===== config.mk =====
export PLATFORM = sky130hd
export DESIGN_NAME = muldiv_unit_flat
export DESIGN_NICKNAME = d
export VERILOG_FILES = /design/src/pkg/muldiv_pkg.sv /design/src/pkg/sfr_if.sv /design/src/muldiv_core.sv /design/src/muldiv_unit.sv /design/src/flat_wrapper.sv
export SDC_FILE = /design/constraint.sdc
export NUM_CORES = 2
export LEC_CHECK = 0
export BUFFER_PORTS_ARGS = -buffer_cell sky130_fd_sc_hd__buf_2
export CAP_MARGIN = 20
export CORE_MARGIN = 10
export CORE_UTILIZATION = 30
export DETAILED_ROUTE_END_ITERATION = 8
export GPL_ROUTABILITY_DRIVEN = 0
export SKIP_CTS_REPAIR_TIMING = 1
export SYNTH_ARGS = -nofsm -noshare
export SYNTH_HDL_FRONTEND = slang
export SYNTH_SLANG_ARGS = --single-unit

===== constraint.sdc =====
create_clock -name pclk -period 116.6 [get_ports pclk]
set_input_delay 5.83 -clock pclk [delete_from_list [all_inputs] [get_ports pclk]]
set_output_delay 5.83 -clock pclk [all_outputs]
set_load 0.01 [all_outputs]

===== src/pkg/muldiv_pkg.sv =====
// Summary of operation
// - unsigned multiply, divide, normalize and shift only
// - 32/16 divide gives 32q 16r after 17
// - 16/16 divide gives 16q 16r after 9
// - 16x16 multiply gives 32-bit product after 10
// - normalize 3-34, shift 4-34 cycles from last write
// - software waits fixed cycles, no done flag
// - control bits: error 7, overflow 6, direction 5, count 4:0
// - early operand write sets error; control read clears
// - error tracking spans first byte0 write to last read
// - zero divisor sets overflow flag
// - product above 0x0000FFFF sets overflow flag
// - normalizing operand with msb set sets overflow
// - zero count normalizes, nonzero count shifts that many
// - normalize shifts left, writes back, stores shift count
// - load bytes 0-3, control write starts shift
// - byte0 write restarts write sequence, last write starts divide
// - dividend lsb first bytes 0-3, divisor bytes 4-5
// - quotient bytes 0-3, remainder 4-5; last read frees
// - multiply writes bytes 0,4,1,5 in that order
// - product lsb first in bytes 0-3
// - load bytes 0-3, control write with zero count
package muldiv_pkg;
    localparam logic [7:0] OPERAND_BYTE_0_ADDR = 8'hF9;
    localparam logic [7:0] OPERAND_BYTE_1_ADDR = 8'hFA;
    localparam logic [7:0] OPERAND_BYTE_2_ADDR = 8'hFB;
    localparam logic [7:0] OPERAND_BYTE_3_ADDR = 8'hFC;
    localparam logic [7:0] OPERAND_BYTE_4_ADDR = 8'hFD;
    localparam logic [7:0] OPERAND_BYTE_5_ADDR = 8'hFE;
    localparam logic [7:0] ARITH_CONTROL_FLAGS_ADDR = 8'hFF;
    localparam logic [7:0] REG_RESET = 8'h00;
    localparam int ERROR_BIT = 7;
    localparam int OVERFLOW_BIT = 6;
    localparam int DIRECTION_BIT = 5;
    localparam int COUNT_MSB = 4;
    localparam int DIV32_CYCLES = 17;
    localparam int DIV16_CYCLES = 9;
    localparam int MUL_CYCLES = 10;
    localparam int SHIFT_BASE_CYCLES = 2;
    // apb side register map, word aligned
    localparam logic [11:0] APB_CMD_ADDR = 12'h000;
    localparam logic [11:0] APB_WDATA_ADDR = 12'h004;
    localparam logic [11:0] APB_RDATA_ADDR = 12'h008;
    localparam logic [11:0] APB_STATUS_ADDR = 12'h00C;
    localparam int CMD_WRITE_BIT = 8;
    localparam int CMD_READ_BIT = 9;
    typedef enum logic [2:0] {OP_NONE, OP_DIV32, OP_DIV16, OP_MUL, OP_NORM, OP_SHIFT} op_t;
endpackage : muldiv_pkg


===== src/pkg/sfr_if.sv =====
`timescale 1ns/1ps
interface sfr_if;
    logic [7:0] addr;
    logic wr;
    logic rd;
    logic [7:0] wdata;
    logic [7:0] rdata;
    modport device (input addr, input wr, input rd, input wdata, output rdata);
    modport cpu (output addr, output wr, output rd, output wdata, input rdata);
endinterface : sfr_if


===== src/muldiv_core.sv =====
// Added by the designer: the APB register port.
`timescale 1ns/1ps
module muldiv_core (
    // clock and reset
    input wire logic pclk,
    input wire logic presetn,
    // job
    input wire logic start,
    input wire muldiv_pkg::op_t op,
    input wire logic [31:0] opa,
    input wire logic [15:0] opb,
    input wire logic [4:0] count_in,
    input wire logic dir_right,
    // result
    output logic done,
    output logic [31:0] res_a,
    output logic [15:0] res_b,
    output logic [4:0] count_out,
    output logic ovf
);
    // one-cycle divider and multiplier at start; the counter only paces the result
    logic [31:0] a_q;
    logic [15:0] b_q;
    logic [16:0] rem_q;
    logic [5:0] cnt_q;
    logic [4:0] sh_q;
    logic busy_q;
    muldiv_pkg::op_t op_q;
    logic dir_q;
    logic [4:0] shamt_q;
    logic [31:0] prod;
    // wide divider traded for area: latency stays fixed whatever the operands
    wire logic div_zero = opb == 16'h0000;
    wire logic [31:0] dividend = (op == muldiv_pkg::OP_DIV16) ? {16'h0000, opa[15:0]} : opa;
    wire logic [31:0] quot = div_zero ? 32'h00000000 : dividend / {16'h0000, opb};
    wire logic [31:0] rmd = div_zero ? 32'h00000000 : dividend % {16'h0000, opb};
    assign prod = opa[15:0] * opb;

    always_ff @(posedge pclk or negedge presetn) begin
        if (!presetn) begin
            a_q <= 32'h00000000;
            b_q <= 16'h0000;
            rem_q <= 17'h00000;
            cnt_q <= 6'h00;
            sh_q <= 5'h00;
            busy_q <= 1'b0;
            op_q <= muldiv_pkg::OP_NONE;
            dir_q <= 1'b0;
            shamt_q <= 5'h00;
            done <= 1'b0;
            res_a <= 32'h00000000;
            res_b <= 16'h0000;
            count_out <= 5'h00;
            ovf <= 1'b0;
        end else begin
            done <= 1'b0;
            if (start) begin
                busy_q <= 1'b1;
                op_q <= op;
                b_q <= opb;
                rem_q <= {1'b0, rmd[15:0]};
                sh_q <= 5'h00;
                ovf <= 1'b0;
                case (op)
                    muldiv_pkg::OP_DIV32: begin
                        a_q <= quot;
                        cnt_q <= 6'(muldiv_pkg::DIV32_CYCLES - 1);
                    end
                    muldiv_pkg::OP_DIV16: begin
                        a_q <= quot;
                        cnt_q <= 6'(muldiv_pkg::DIV16_CYCLES - 1);
                    end
                    muldiv_pkg::OP_MUL: begin
                        a_q <= prod;
                        cnt_q <= 6'(muldiv_pkg::MUL_CYCLES - 1);
                    end
                    muldiv_pkg::OP_NORM: begin
                        a_q <= opa;
                        cnt_q <= 6'(muldiv_pkg::SHIFT_BASE_CYCLES);
                    end
                    default: begin
                        // direction and count latched: the bus byte may change mid-shift
                        a_q <= opa;
                        cnt_q <= 6'(muldiv_pkg::SHIFT_BASE_CYCLES);
                        sh_q <= count_in;
                        dir_q <= dir_right;
                        shamt_q <= count_in;
                    end
                endcase
            end else if (busy_q) begin
                case (op_q)
                    muldiv_pkg::OP_NORM: begin
                        if (cnt_q == 6'h01 && a_q[31] == 1'b0 && a_q != 32'h00000000
                            && sh_q != 5'h1F) begin
                            a_q <= {a_q[30:0], 1'b0};
                            sh_q <= sh_q + 5'h01;
                            cnt_q <= cnt_q;
                        end
                    end
                    muldiv_pkg::OP_SHIFT: begin
                        if (cnt_q == 6'h01 && sh_q != 5'h00) begin
                            a_q <= dir_q ? {1'b0, a_q[31:1]} : {a_q[30:0], 1'b0};
                            sh_q <= sh_q - 5'h01;
                            cnt_q <= cnt_q;
                        end
                    end
                    default: begin
                    end
                endcase
                if (!(cnt_q == 6'h01 && ((op_q == muldiv_pkg::OP_NORM && a_q[31] == 1'b0
                      && a_q != 32'h00000000 && sh_q != 5'h1F)
                      || (op_q == muldiv_pkg::OP_SHIFT && sh_q != 5'h00)))) begin
                    cnt_q <= cnt_q - 6'h01;
                end
                if (cnt_q == 6'h00) begin
                    busy_q <= 1'b0;
                end
                if (cnt_q == 6'h01 && !((op_q == muldiv_pkg::OP_NORM && a_q[31] == 1'b0
                      && a_q != 32'h00000000 && sh_q != 5'h1F)
                      || (op_q == muldiv_pkg::OP_SHIFT && sh_q != 5'h00))) begin
                    busy_q <= 1'b0;
                    done <= 1'b1;
                    res_b <= rem_q[15:0];
                    count_out <= (op_q == muldiv_pkg::OP_SHIFT) ? shamt_q : sh_q;
                    if (op_q == muldiv_pkg::OP_DIV16) begin
                        res_a <= {16'h0000, a_q[15:0]};
                    end else begin
                        res_a <= a_q;
                    end
                    if (op_q == muldiv_pkg::OP_DIV32 || op_q == muldiv_pkg::OP_DIV16) begin
                        ovf <= (b_q == 16'h0000);
                    end else if (op_q == muldiv_pkg::OP_MUL) begin
                        ovf <= (a_q > 32'h0000FFFF);
                    end else begin
                        ovf <= 1'b0;
                    end
                end
            end
        end
    end
endmodule : muldiv_core


===== src/muldiv_unit.sv =====
`timescale 1ns/1ps
module muldiv_unit (
    // clock and reset
    input wire logic pclk,
    input wire logic presetn,
    // special-function register port
    sfr_if.device sfr
);
    logic [7:0] md_q [0:5];
    logic [7:0] ctl_q;
    logic busy_q;
    logic track_q;
    logic [2:0] wseq_q;
    logic [2:0] rlast_q;
    logic start;
    muldiv_pkg::op_t op;
    logic done;
    logic [31:0] res_a;
    logic [15:0] res_b;
    logic [4:0] count_out;
    logic ovf;
    logic [7:0] rdata_q;

    wire logic [2:0] idx = 3'(sfr.addr - muldiv_pkg::OPERAND_BYTE_0_ADDR);
    wire logic is_md = sfr.addr >= muldiv_pkg::OPERAND_BYTE_0_ADDR
        && sfr.addr <= muldiv_pkg::OPERAND_BYTE_5_ADDR;
    wire logic is_ctl = sfr.addr == muldiv_pkg::ARITH_CONTROL_FLAGS_ADDR;
    wire logic md_wr = sfr.wr && is_md;
    wire logic ctl_wr = sfr.wr && is_ctl;
    // sequence state: 1 byte0, 2 byte1 next, 3 byte4 next (multiply), 4 byte2/3 seen
    wire logic wr5 = md_wr && idx == 3'd5;
    // byte5 lands on the start edge itself, so the core takes it from the bus
    wire logic [15:0] divisor_now = {wr5 ? sfr.wdata : md_q[5], md_q[4]};
    wire logic is_mul = wseq_q == 3'd3;
    assign start = (wr5 || ctl_wr) && !busy_q;
    assign op = ctl_wr ? ((sfr.wdata[4:0] == 5'h00) ? muldiv_pkg::OP_NORM
                                                 : muldiv_pkg::OP_SHIFT)
              : is_mul ? muldiv_pkg::OP_MUL
              : (wseq_q == 3'd4) ? muldiv_pkg::OP_DIV32 : muldiv_pkg::OP_DIV16;
    wire logic norm_ovf = ctl_wr && sfr.wdata[4:0] == 5'h00 && md_q[3][7];

    muldiv_core u_core (
        .pclk(pclk),
        .presetn(presetn),
        .start(start),
        .op(op),
        .opa({md_q[3], md_q[2], md_q[1], md_q[0]}),
        .opb(divisor_now),
        .count_in(sfr.wdata[4:0]),
        .dir_right(sfr.wdata[muldiv_pkg::DIRECTION_BIT]),
        .done(done),
        .res_a(res_a),
        .res_b(res_b),
        .count_out(count_out),
        .ovf(ovf)
    );

    assign sfr.rdata = rdata_q;
    wire logic [7:0] rsel = is_ctl ? ctl_q : is_md ? md_q[idx] : 8'h00;

    always_ff @(posedge pclk or negedge presetn) begin
        if (!presetn) begin
            for (int i = 0; i < 6; i++) begin
                md_q[i] <= muldiv_pkg::REG_RESET;
            end
            ctl_q <= muldiv_pkg::REG_RESET;
            busy_q <= 1'b0;
            track_q <= 1'b0;
            wseq_q <= 3'd0;
            rlast_q <= 3'd0;
            rdata_q <= 8'h00;
        end else begin
            if (sfr.rd) begin
                rdata_q <= rsel;
            end
            if (md_wr && !busy_q) begin
                md_q[idx] <= sfr.wdata;
            end
            // operand byte order bookkeeping
            if (md_wr && idx == 3'd0) begin
                wseq_q <= 3'd1;
                track_q <= 1'b1;
            end else if (md_wr && idx == 3'd1 && wseq_q == 3'd1) begin
                wseq_q <= 3'd2;
            end else if (md_wr && idx == 3'd4 && wseq_q == 3'd1) begin
                wseq_q <= 3'd3;
            end else if (md_wr && (idx == 3'd2 || idx == 3'd3)) begin
                wseq_q <= 3'd4;
            end
            if (start) begin
                busy_q <= 1'b1;
                rlast_q <= (op == muldiv_pkg::OP_DIV32 || op == muldiv_pkg::OP_DIV16)
                    ? 3'd5 : 3'd3;
            end
            if (done) begin
                busy_q <= 1'b0;
                md_q[0] <= res_a[7:0];
                md_q[1] <= res_a[15:8];
                md_q[2] <= res_a[23:16];
                md_q[3] <= res_a[31:24];
                if (rlast_q == 3'd5) begin
                    md_q[4] <= res_b[7:0];
                    md_q[5] <= res_b[15:8];
                end
                ctl_q[4:0] <= count_out;
            end
            if (ctl_wr && !busy_q) begin
                ctl_q[5:0] <= sfr.wdata[5:0];
            end
            // overflow: set wins over the clear of a new start
            if (done) begin
                ctl_q[muldiv_pkg::OVERFLOW_BIT] <= ovf || ctl_q[muldiv_pkg::OVERFLOW_BIT];
            end else if (norm_ovf && !busy_q) begin
                ctl_q[muldiv_pkg::OVERFLOW_BIT] <= 1'b1;
            end else if (start) begin
                ctl_q[muldiv_pkg::OVERFLOW_BIT] <= 1'b0;
            end
            // error: set wins over read clear
            if ((md_wr || ctl_wr) && busy_q) begin
                ctl_q[muldiv_pkg::ERROR_BIT] <= 1'b1;
            end else if (sfr.rd && is_ctl) begin
                ctl_q[muldiv_pkg::ERROR_BIT] <= 1'b0;
            end else if (sfr.rd && is_md && track_q && !busy_q && idx == rlast_q) begin
                ctl_q[muldiv_pkg::ERROR_BIT] <= 1'b0;
                track_q <= 1'b0;
            end
        end
    end
endmodule : muldiv_unit


===== src/flat_wrapper.sv =====
// flat-port wrapper written by rule: the top's interface ports become plain ports
module muldiv_unit_flat 
  (pclk, presetn, sfr_addr, sfr_wr, sfr_rd, sfr_wdata, sfr_rdata);
  sfr_if sfr_i ();
  input wire logic pclk;
  input wire logic presetn;
  input wire logic [$bits(sfr_i.addr)-1:0] sfr_addr;
  input wire logic [$bits(sfr_i.wr)-1:0] sfr_wr;
  input wire logic [$bits(sfr_i.rd)-1:0] sfr_rd;
  input wire logic [$bits(sfr_i.wdata)-1:0] sfr_wdata;
  output wire logic [$bits(sfr_i.rdata)-1:0] sfr_rdata;
  assign sfr_i.addr = sfr_addr;
  assign sfr_i.wr = sfr_wr;
  assign sfr_i.rd = sfr_rd;
  assign sfr_i.wdata = sfr_wdata;
  assign sfr_rdata = sfr_i.rdata;
  muldiv_unit u_core (.pclk(pclk), .presetn(presetn), .sfr(sfr_i));
endmodule

### Word level (Yosys, flattened, before mapping)

Cells that the tools add are included.

* register bits after elaboration: 212
* input bits: 20
* output and inout bits: 8
* logic and storage cells: 204

* add/subtract/negate cells: 4
* $mul: 1
* divide/modulo/power cells: 2
* order comparisons: 5
* eq/ne operators: 25
* muxes and demuxes: 69
* bitwise gates (word level): 4
* reduce and logical (&&, ||, !) cells: 65

Operators by type and width (number)
* two-way mux 32 bit: 8
* one-hot mux 32 bit (2 select lines): 2
* two-way mux 48 bit: 2
* bitwise mux 48 bit: 1
* two-way mux 8 bit: 6
* two-way mux 5 bit: 8
* logical AND 1 bit: 33
* divider 32 x 16 -> 32 bit: 1
* greater-than comparator 32 x 16 -> 1 bit (second input constant): 1
* logical NOT 16 bit: 2
* modulo 32 x 16 -> 32 bit: 1
* multiplier 16 x 16 -> 32 bit: 1
* two-way mux 16 bit: 2
* nonzero test 32 bit: 1
* two-way mux 1 bit: 25
* binary-select mux 8 bit (select 3 bit): 1
* demux 8 bit (select 3 bit): 1
* == test 3 x 2 -> 1 bit (second input constant): 7
* == test 3 bit (second input constant): 7
* two-way mux 3 bit: 7
* two-way mux 6 bit: 3
* one-hot mux 5 bit (3 select lines): 1
* == test 3 x 1 -> 1 bit (second input constant): 4
* one-hot mux 5 bit (2 select lines): 1
* other kinds (31): 49

### Longest topological paths before layout

* depth in word-level cells: 10
* gate-level depth with buffers: 486
* depth with buffers taken out: 443

### By module

From an unflattened synthesis, not the netlist that was laid out.

* cell total of the unflattened synthesis: 5598
* area, all modules: 43126.4 um2

By module, submodules not included
* muldiv_core: times used 1, cells each 5152, area an instance 38918.6 um2, seq. area each 3503.4 um2
* muldiv_unit: times used 1, cells each 446, area an instance 4207.8 um2, seq. area each 1801.7 um2

### Least setup slack after synthesis

No wires, ideal clock.

* path type: input to register
* from: input sfr_addr[0]
* to: register u_core.u_core.rem_q[10]
* library setup time: 0.132 ns
* arrival time: 98.668 ns
* data required time: 116.468 ns
* setup slack: 17.800 ns
* cell stages on the path: 468
* path through: inv_1 > ha_1 > ha_1 > nand3_1 > nor4_1 > mux2_2 > buf_4 > buf_6 > nand2_1 > nor3_1 > a22oi_1 > ha_1 > o21ai_0 > a21oi_1 > nand2_1 > nand2_1 > o21ai_0 > ha_1 > (+432 left out) > a21o_1 > a21o_1 > a21o_1 > a21o_1 > a21o_1 > a21o_1 > a21o_1 > o21ai_0 > nand2b_1 > a21oi_1 > o2111ai_1 > nor3_1 > o2111ai_1 > nor4_2 > nand4_4 > buf_6 > mux2i_1 > o21ai_1

* longest elaborated chain between the ends: 7
* elaborated cells between the ends (all ways): 18
* classes of those cells: 1 x add/sub; 1 x div; 2 x order compare; 3 x eq/ne; 4 x mux; 7 x reduce/logical

RTL lines
* from (decl): line flat_wrapper.sv:7 `input wire logic [$bits(sfr_i.addr)-1:0] sfr_addr;`
* >= comparator 8 bit, or another cell as far along: line muldiv_unit.sv:25 `wire logic is_md = sfr.addr >= muldiv_pkg::OPERAND_BYTE_0_ADDR`
* logical AND 1 bit, on equally long branches: line muldiv_unit.sv:26, muldiv_unit.sv:29
* logical AND 1 bit / two-way mux 3 bit (equally long branches): line muldiv_unit.sv:28, muldiv_unit.sv:36
* logical AND 1 bit / == test 3 x 2 -> 1 bit (equally long branches): line muldiv_unit.sv:31, muldiv_core.sv:34
* two-way mux 8 bit / two-way mux 32 bit (equally long branches): line muldiv_unit.sv:33, muldiv_core.sv:34
* modulo 32 x 16 -> 32 bit / logical NOT 16 bit (equally long branches): line muldiv_core.sv:36, muldiv_core.sv:33
* two-way mux 16 bit: line muldiv_core.sv:36 `wire logic [31:0] rmd = div_zero ? 32'h00000000 : dividend % {16'h0000, opb};`
* to (signal assigned): line muldiv_core.sv:61 `rem_q <= {1'b0, rmd[15:0]};`
* to (decl): line muldiv_core.sv:24 `logic [16:0] rem_q;`

Parallel ways exist; a longest one is shown, timed or not.
A chain may end at the register's enable or synchronous reset.

### Worst setup path in the final report

* from: input sfr_addr[0]
* to: register u_core.u_core.rem_q[0]

The elaborated chain is that of the path after synthesis.

==> summary.md <==
The filler cells instantiated in the layout total 14934. After global routing the overflow that remains totals 0. The post-detailed-route count of antenna-violating nets is 0, and the delay of the slowest critical-path stage is 850 ps. In the finished design, the share of the clock period the worst path needs comes to 92.92%.

In this run, the number of DRC markers left after iteration 0 of detailed routing was 3638. After legalization and detailed placement, the total HPWL measured 108500 um. For this run, the post-layout net count is 6113. The routed length per placed instance works out to 20.00 um. The sort of element at the start of the critical path is a primary input. Final hold slack: 468.4 ps. Compared with the post-synthesis result, the final layout area differs by 7.625%.

Setup repair after global routing left no endpoint under its margin. Once the floorplan was initialized, standard cells occupied 30.30% of the core. In this run the deepest clock path goes through 3 buffers. For the wire length of the first global-routing pass, the log shows 226600 um. The run gives 0 as the total setup violations reported at the end of the flow. The average footprint of a synthesized cell is 7.728 um2, and the die outline width is 395.9 um. Via count of the first global-routing pass: 39737. Buffers placed on the I/O ports in this run total 27. The standard cell with the maximum stage delay on the critical path was a22oi_1.

For this run, the top clock speed supported by timing is 9.230 MHz. The H-tree depth is 1. In this run, distinct cell masters in the synthesized netlist total 140.

Total global routing track utilization: 17.73%. The run finished with clean final reports. Boundary pin count: 28. For the number of hold violations in the final report, the log shows 0. In this run the standard cell core region covers 139900 um2.

For the max-slew violation count, the log shows 0. Leaving out fill and tap cells, the most frequent cell in the layout is nand2_1. Clock-pin slew was measured on the worst setup and hold paths at 60 ps.

The floorplan step defined a die boundary enclosing 156700 um2. The setup skew after layout is 11.53 ps, and the transition time at the pin with the least slew margin is 1203 ps. Dominant register cell in the synthesized netlist: dfrtp_1.

Across the run, the number of max-cap violations was 0. The first detailed-routing pass took 8 iterations. Summing the sequential cell areas from Yosys gives 12.52% of the chip area. The worst path arrival time was 108820 ps. Critical path start-end classification: primary input to flop. The buffer type at the clock tree root was clkbuf_16.

Clock tree synthesis inserted a total of 26 buffers. Number of antenna violations at the first check in global routing: 7. Post-synthesis cell type with the largest combined area: ha_1. The total via count after detailed routing was 41532; the minimum clock period was 108350 ps. For this block, the routed nets add up to 145600 um of wire. Count of mapped cells out of synthesis: 5485. The worst hold path belongs to the class flop to flop. The relative slew slack is 19.17%. Of the cells placed in the final design, the portion with a size suffix greater than 1 is 8.864%. In this run the worst path has a maximum fanout of 38. The floorplan step set the die height to 395.9 um. The cell area that synthesis handed to floorplanning was 42390 um2.

Of the post-synthesis cell area, the dominant cell type holds 15.08%. The critical path required time was 117080 ps; the number of storage elements in the synthesis netlist was 212. Yosys attributes the largest share of cell area to ha_1 (15%), dfrtp_1 (13%), fa_1 (9.3%), nand2_1 (6.7%), o21a_1 (3.8%). The logs give 9157 ps for the post-placement setup slack and 6212 for the number of nets in the synthesized netlist.

The number of warnings reported in the yosys synthesis log was 0. The clock latency at the later pin of the worst-skew pair is 550 ps. In the routed layout, each cell is associated on average with a via count of 5.703. Number of synthesized flops with an enable pin: 0. The cell that appears most often on the critical path is o21a_1.

In the layout the commonest cells are nand2_1 (758), ha_1 (511), nor2_1 (401), inv_1 (344), a21oi_1 (313). The tools report the setup TNS as 0 ps. The async set or reset register ratio after synthesis is 100.0%. The floorplan has 137 rows. The residual DRC count came out at 0.

TritonCTS built the clock tree. The run gives 8255 ps as the least setup slack across all paths after layout. The worst setup path is captured at a flop.

Largest net degree at the start of global routing: 95. The clock net in this run drives a total of 212 sinks.
## critical path: cells and delay by family
| kind | cells | cell delay (ps) |
|---|---|---|
| buffers and inverters | 23 | 4740 |
| AND/OR/NAND/NOR | 93 | 21070 |
| multiplexers | 8 | 3090 |
| adder cells (fa/ha/maj) | 33 | 10530 |
| AO/OA/AOI/OAI | 276 | 63300 |
## stage by stage
step / instances / cell area [um2] / utilization (%)
2_1_floorplan: 5485 / 42390 / -
6_report: 7282 / 45620 / 32.61
3_5_place_dp: 7231 / 44620 / 31.90
4_1_cts: 7277 / 45570 / 32.58
5_1_grt: 7280 / 45610 / 32.61
3_3_place_gp: 7229 / 44610 / 31.89
## flip-flops by register name, summed over array words and instances, names as in the netlist, 6 cells and up
register and flops:
u_core.ctl_q 8, u_core.u_core.cnt_q 6, u_core.divisor_now 8, u_core.md_q 40, u_core.u_core.rem_q 16, u_core.u_core.res_b 16, u_core.u_core.a_q 32, u_core.u_core.res_a 32
u_core.sfr.rdata 8, u_core.u_core.b_q 16
## synth_stat cells, types with 17 or more instances
cell	n
nor3_1	243
o221ai_1	18
nor2b_1	61
xnor2_1	138
mux2_2	100
o21bai_1	29
buf_1	25
a21o_1	96
clkbuf_1	183
nand2b_1	45
o22ai_1	18
a31oi_1	35
a211oi_1	35
mux2i_1	142
nor4_1	47
a211o_1	18
or3_1	43
o21ai_0	283
o21a_1	214
inv_1	348
o211ai_1	72
dfrtp_1	212
and3_1	27
or2_2	78
o21ai_1	50
a21oi_1	313
ha_1	511
and2_1	68
nand4_1	48
nor2_1	402
buf_2	18
o31ai_1	63
nand2_1	759
nand3_1	85
a22oi_1	17
or4_1	18
xor2_1	75
fa_1	196
## cell type report
| class | count | area, um2 | area share, % |
|---|---|---|---|
| diodes | 2 | 5.005 | 0.01097 |
| clock buffers | 36 | 789.5 | 1.731 |
| clock inverters | 10 | 165.2 | 0.3620 |
| inverters | 352 | 1321 | 2.896 |
| multi-input cells | 4683 | 34900 | 76.51 |
| flip-flops and latches | 212 | 5306 | 11.63 |
| well taps | 1876 | 2347 | 5.146 |
| repair buffers | 111 | 783.3 | 1.717 |
## cell families (layout without fill, tap and decap cells)
group                    after synthesis  count (layout)  share of synthesized area [%]
adder cells (fa/ha/maj)              709             709                          24.39
buffers and inverters                590             509                          5.420
flip-flops                           212             212                          12.52
XOR/XNOR                             213             213                          4.401
multiplexers                         259             259                          6.733
other                                  0               2                              0
AND/OR/NAND/NOR                     2014            2014                          22.66
AO/OA/AOI/OAI                       1488            1488                          23.88
## final timing paths
kind	from	endpoint	slack (ps)	cells after the start
max	sfr_addr[0]	u_core.u_core.rem_q[0]	8250	433
max in group asynchronous	presetn	u_core.u_core.rem_q[5]	109800	2
min	u_core.u_core.res_a[17]	u_core.u_core.res_a[17]	470	2
max reg2reg	u_core.wseq_q[1]	u_core.u_core.rem_q[0]	14620	430
min reg2reg	u_core.u_core.res_a[17]	u_core.u_core.res_a[17]	470	2
min in group asynchronous	presetn	u_core.u_core.res_b[12]	5310	1
## layer usage
layer	track usage, %	up-vias	wire [um]
li1	-	19545	-
met1	23.76	20086	63490
met2	29.09	1561	65770
met3	2.218	340	10620
met4	6.346	0	5735
met5	0	-	0
Power is not shown: default switching activity piles up to over one toggle a cycle in this logic, so the estimate is an artifact.
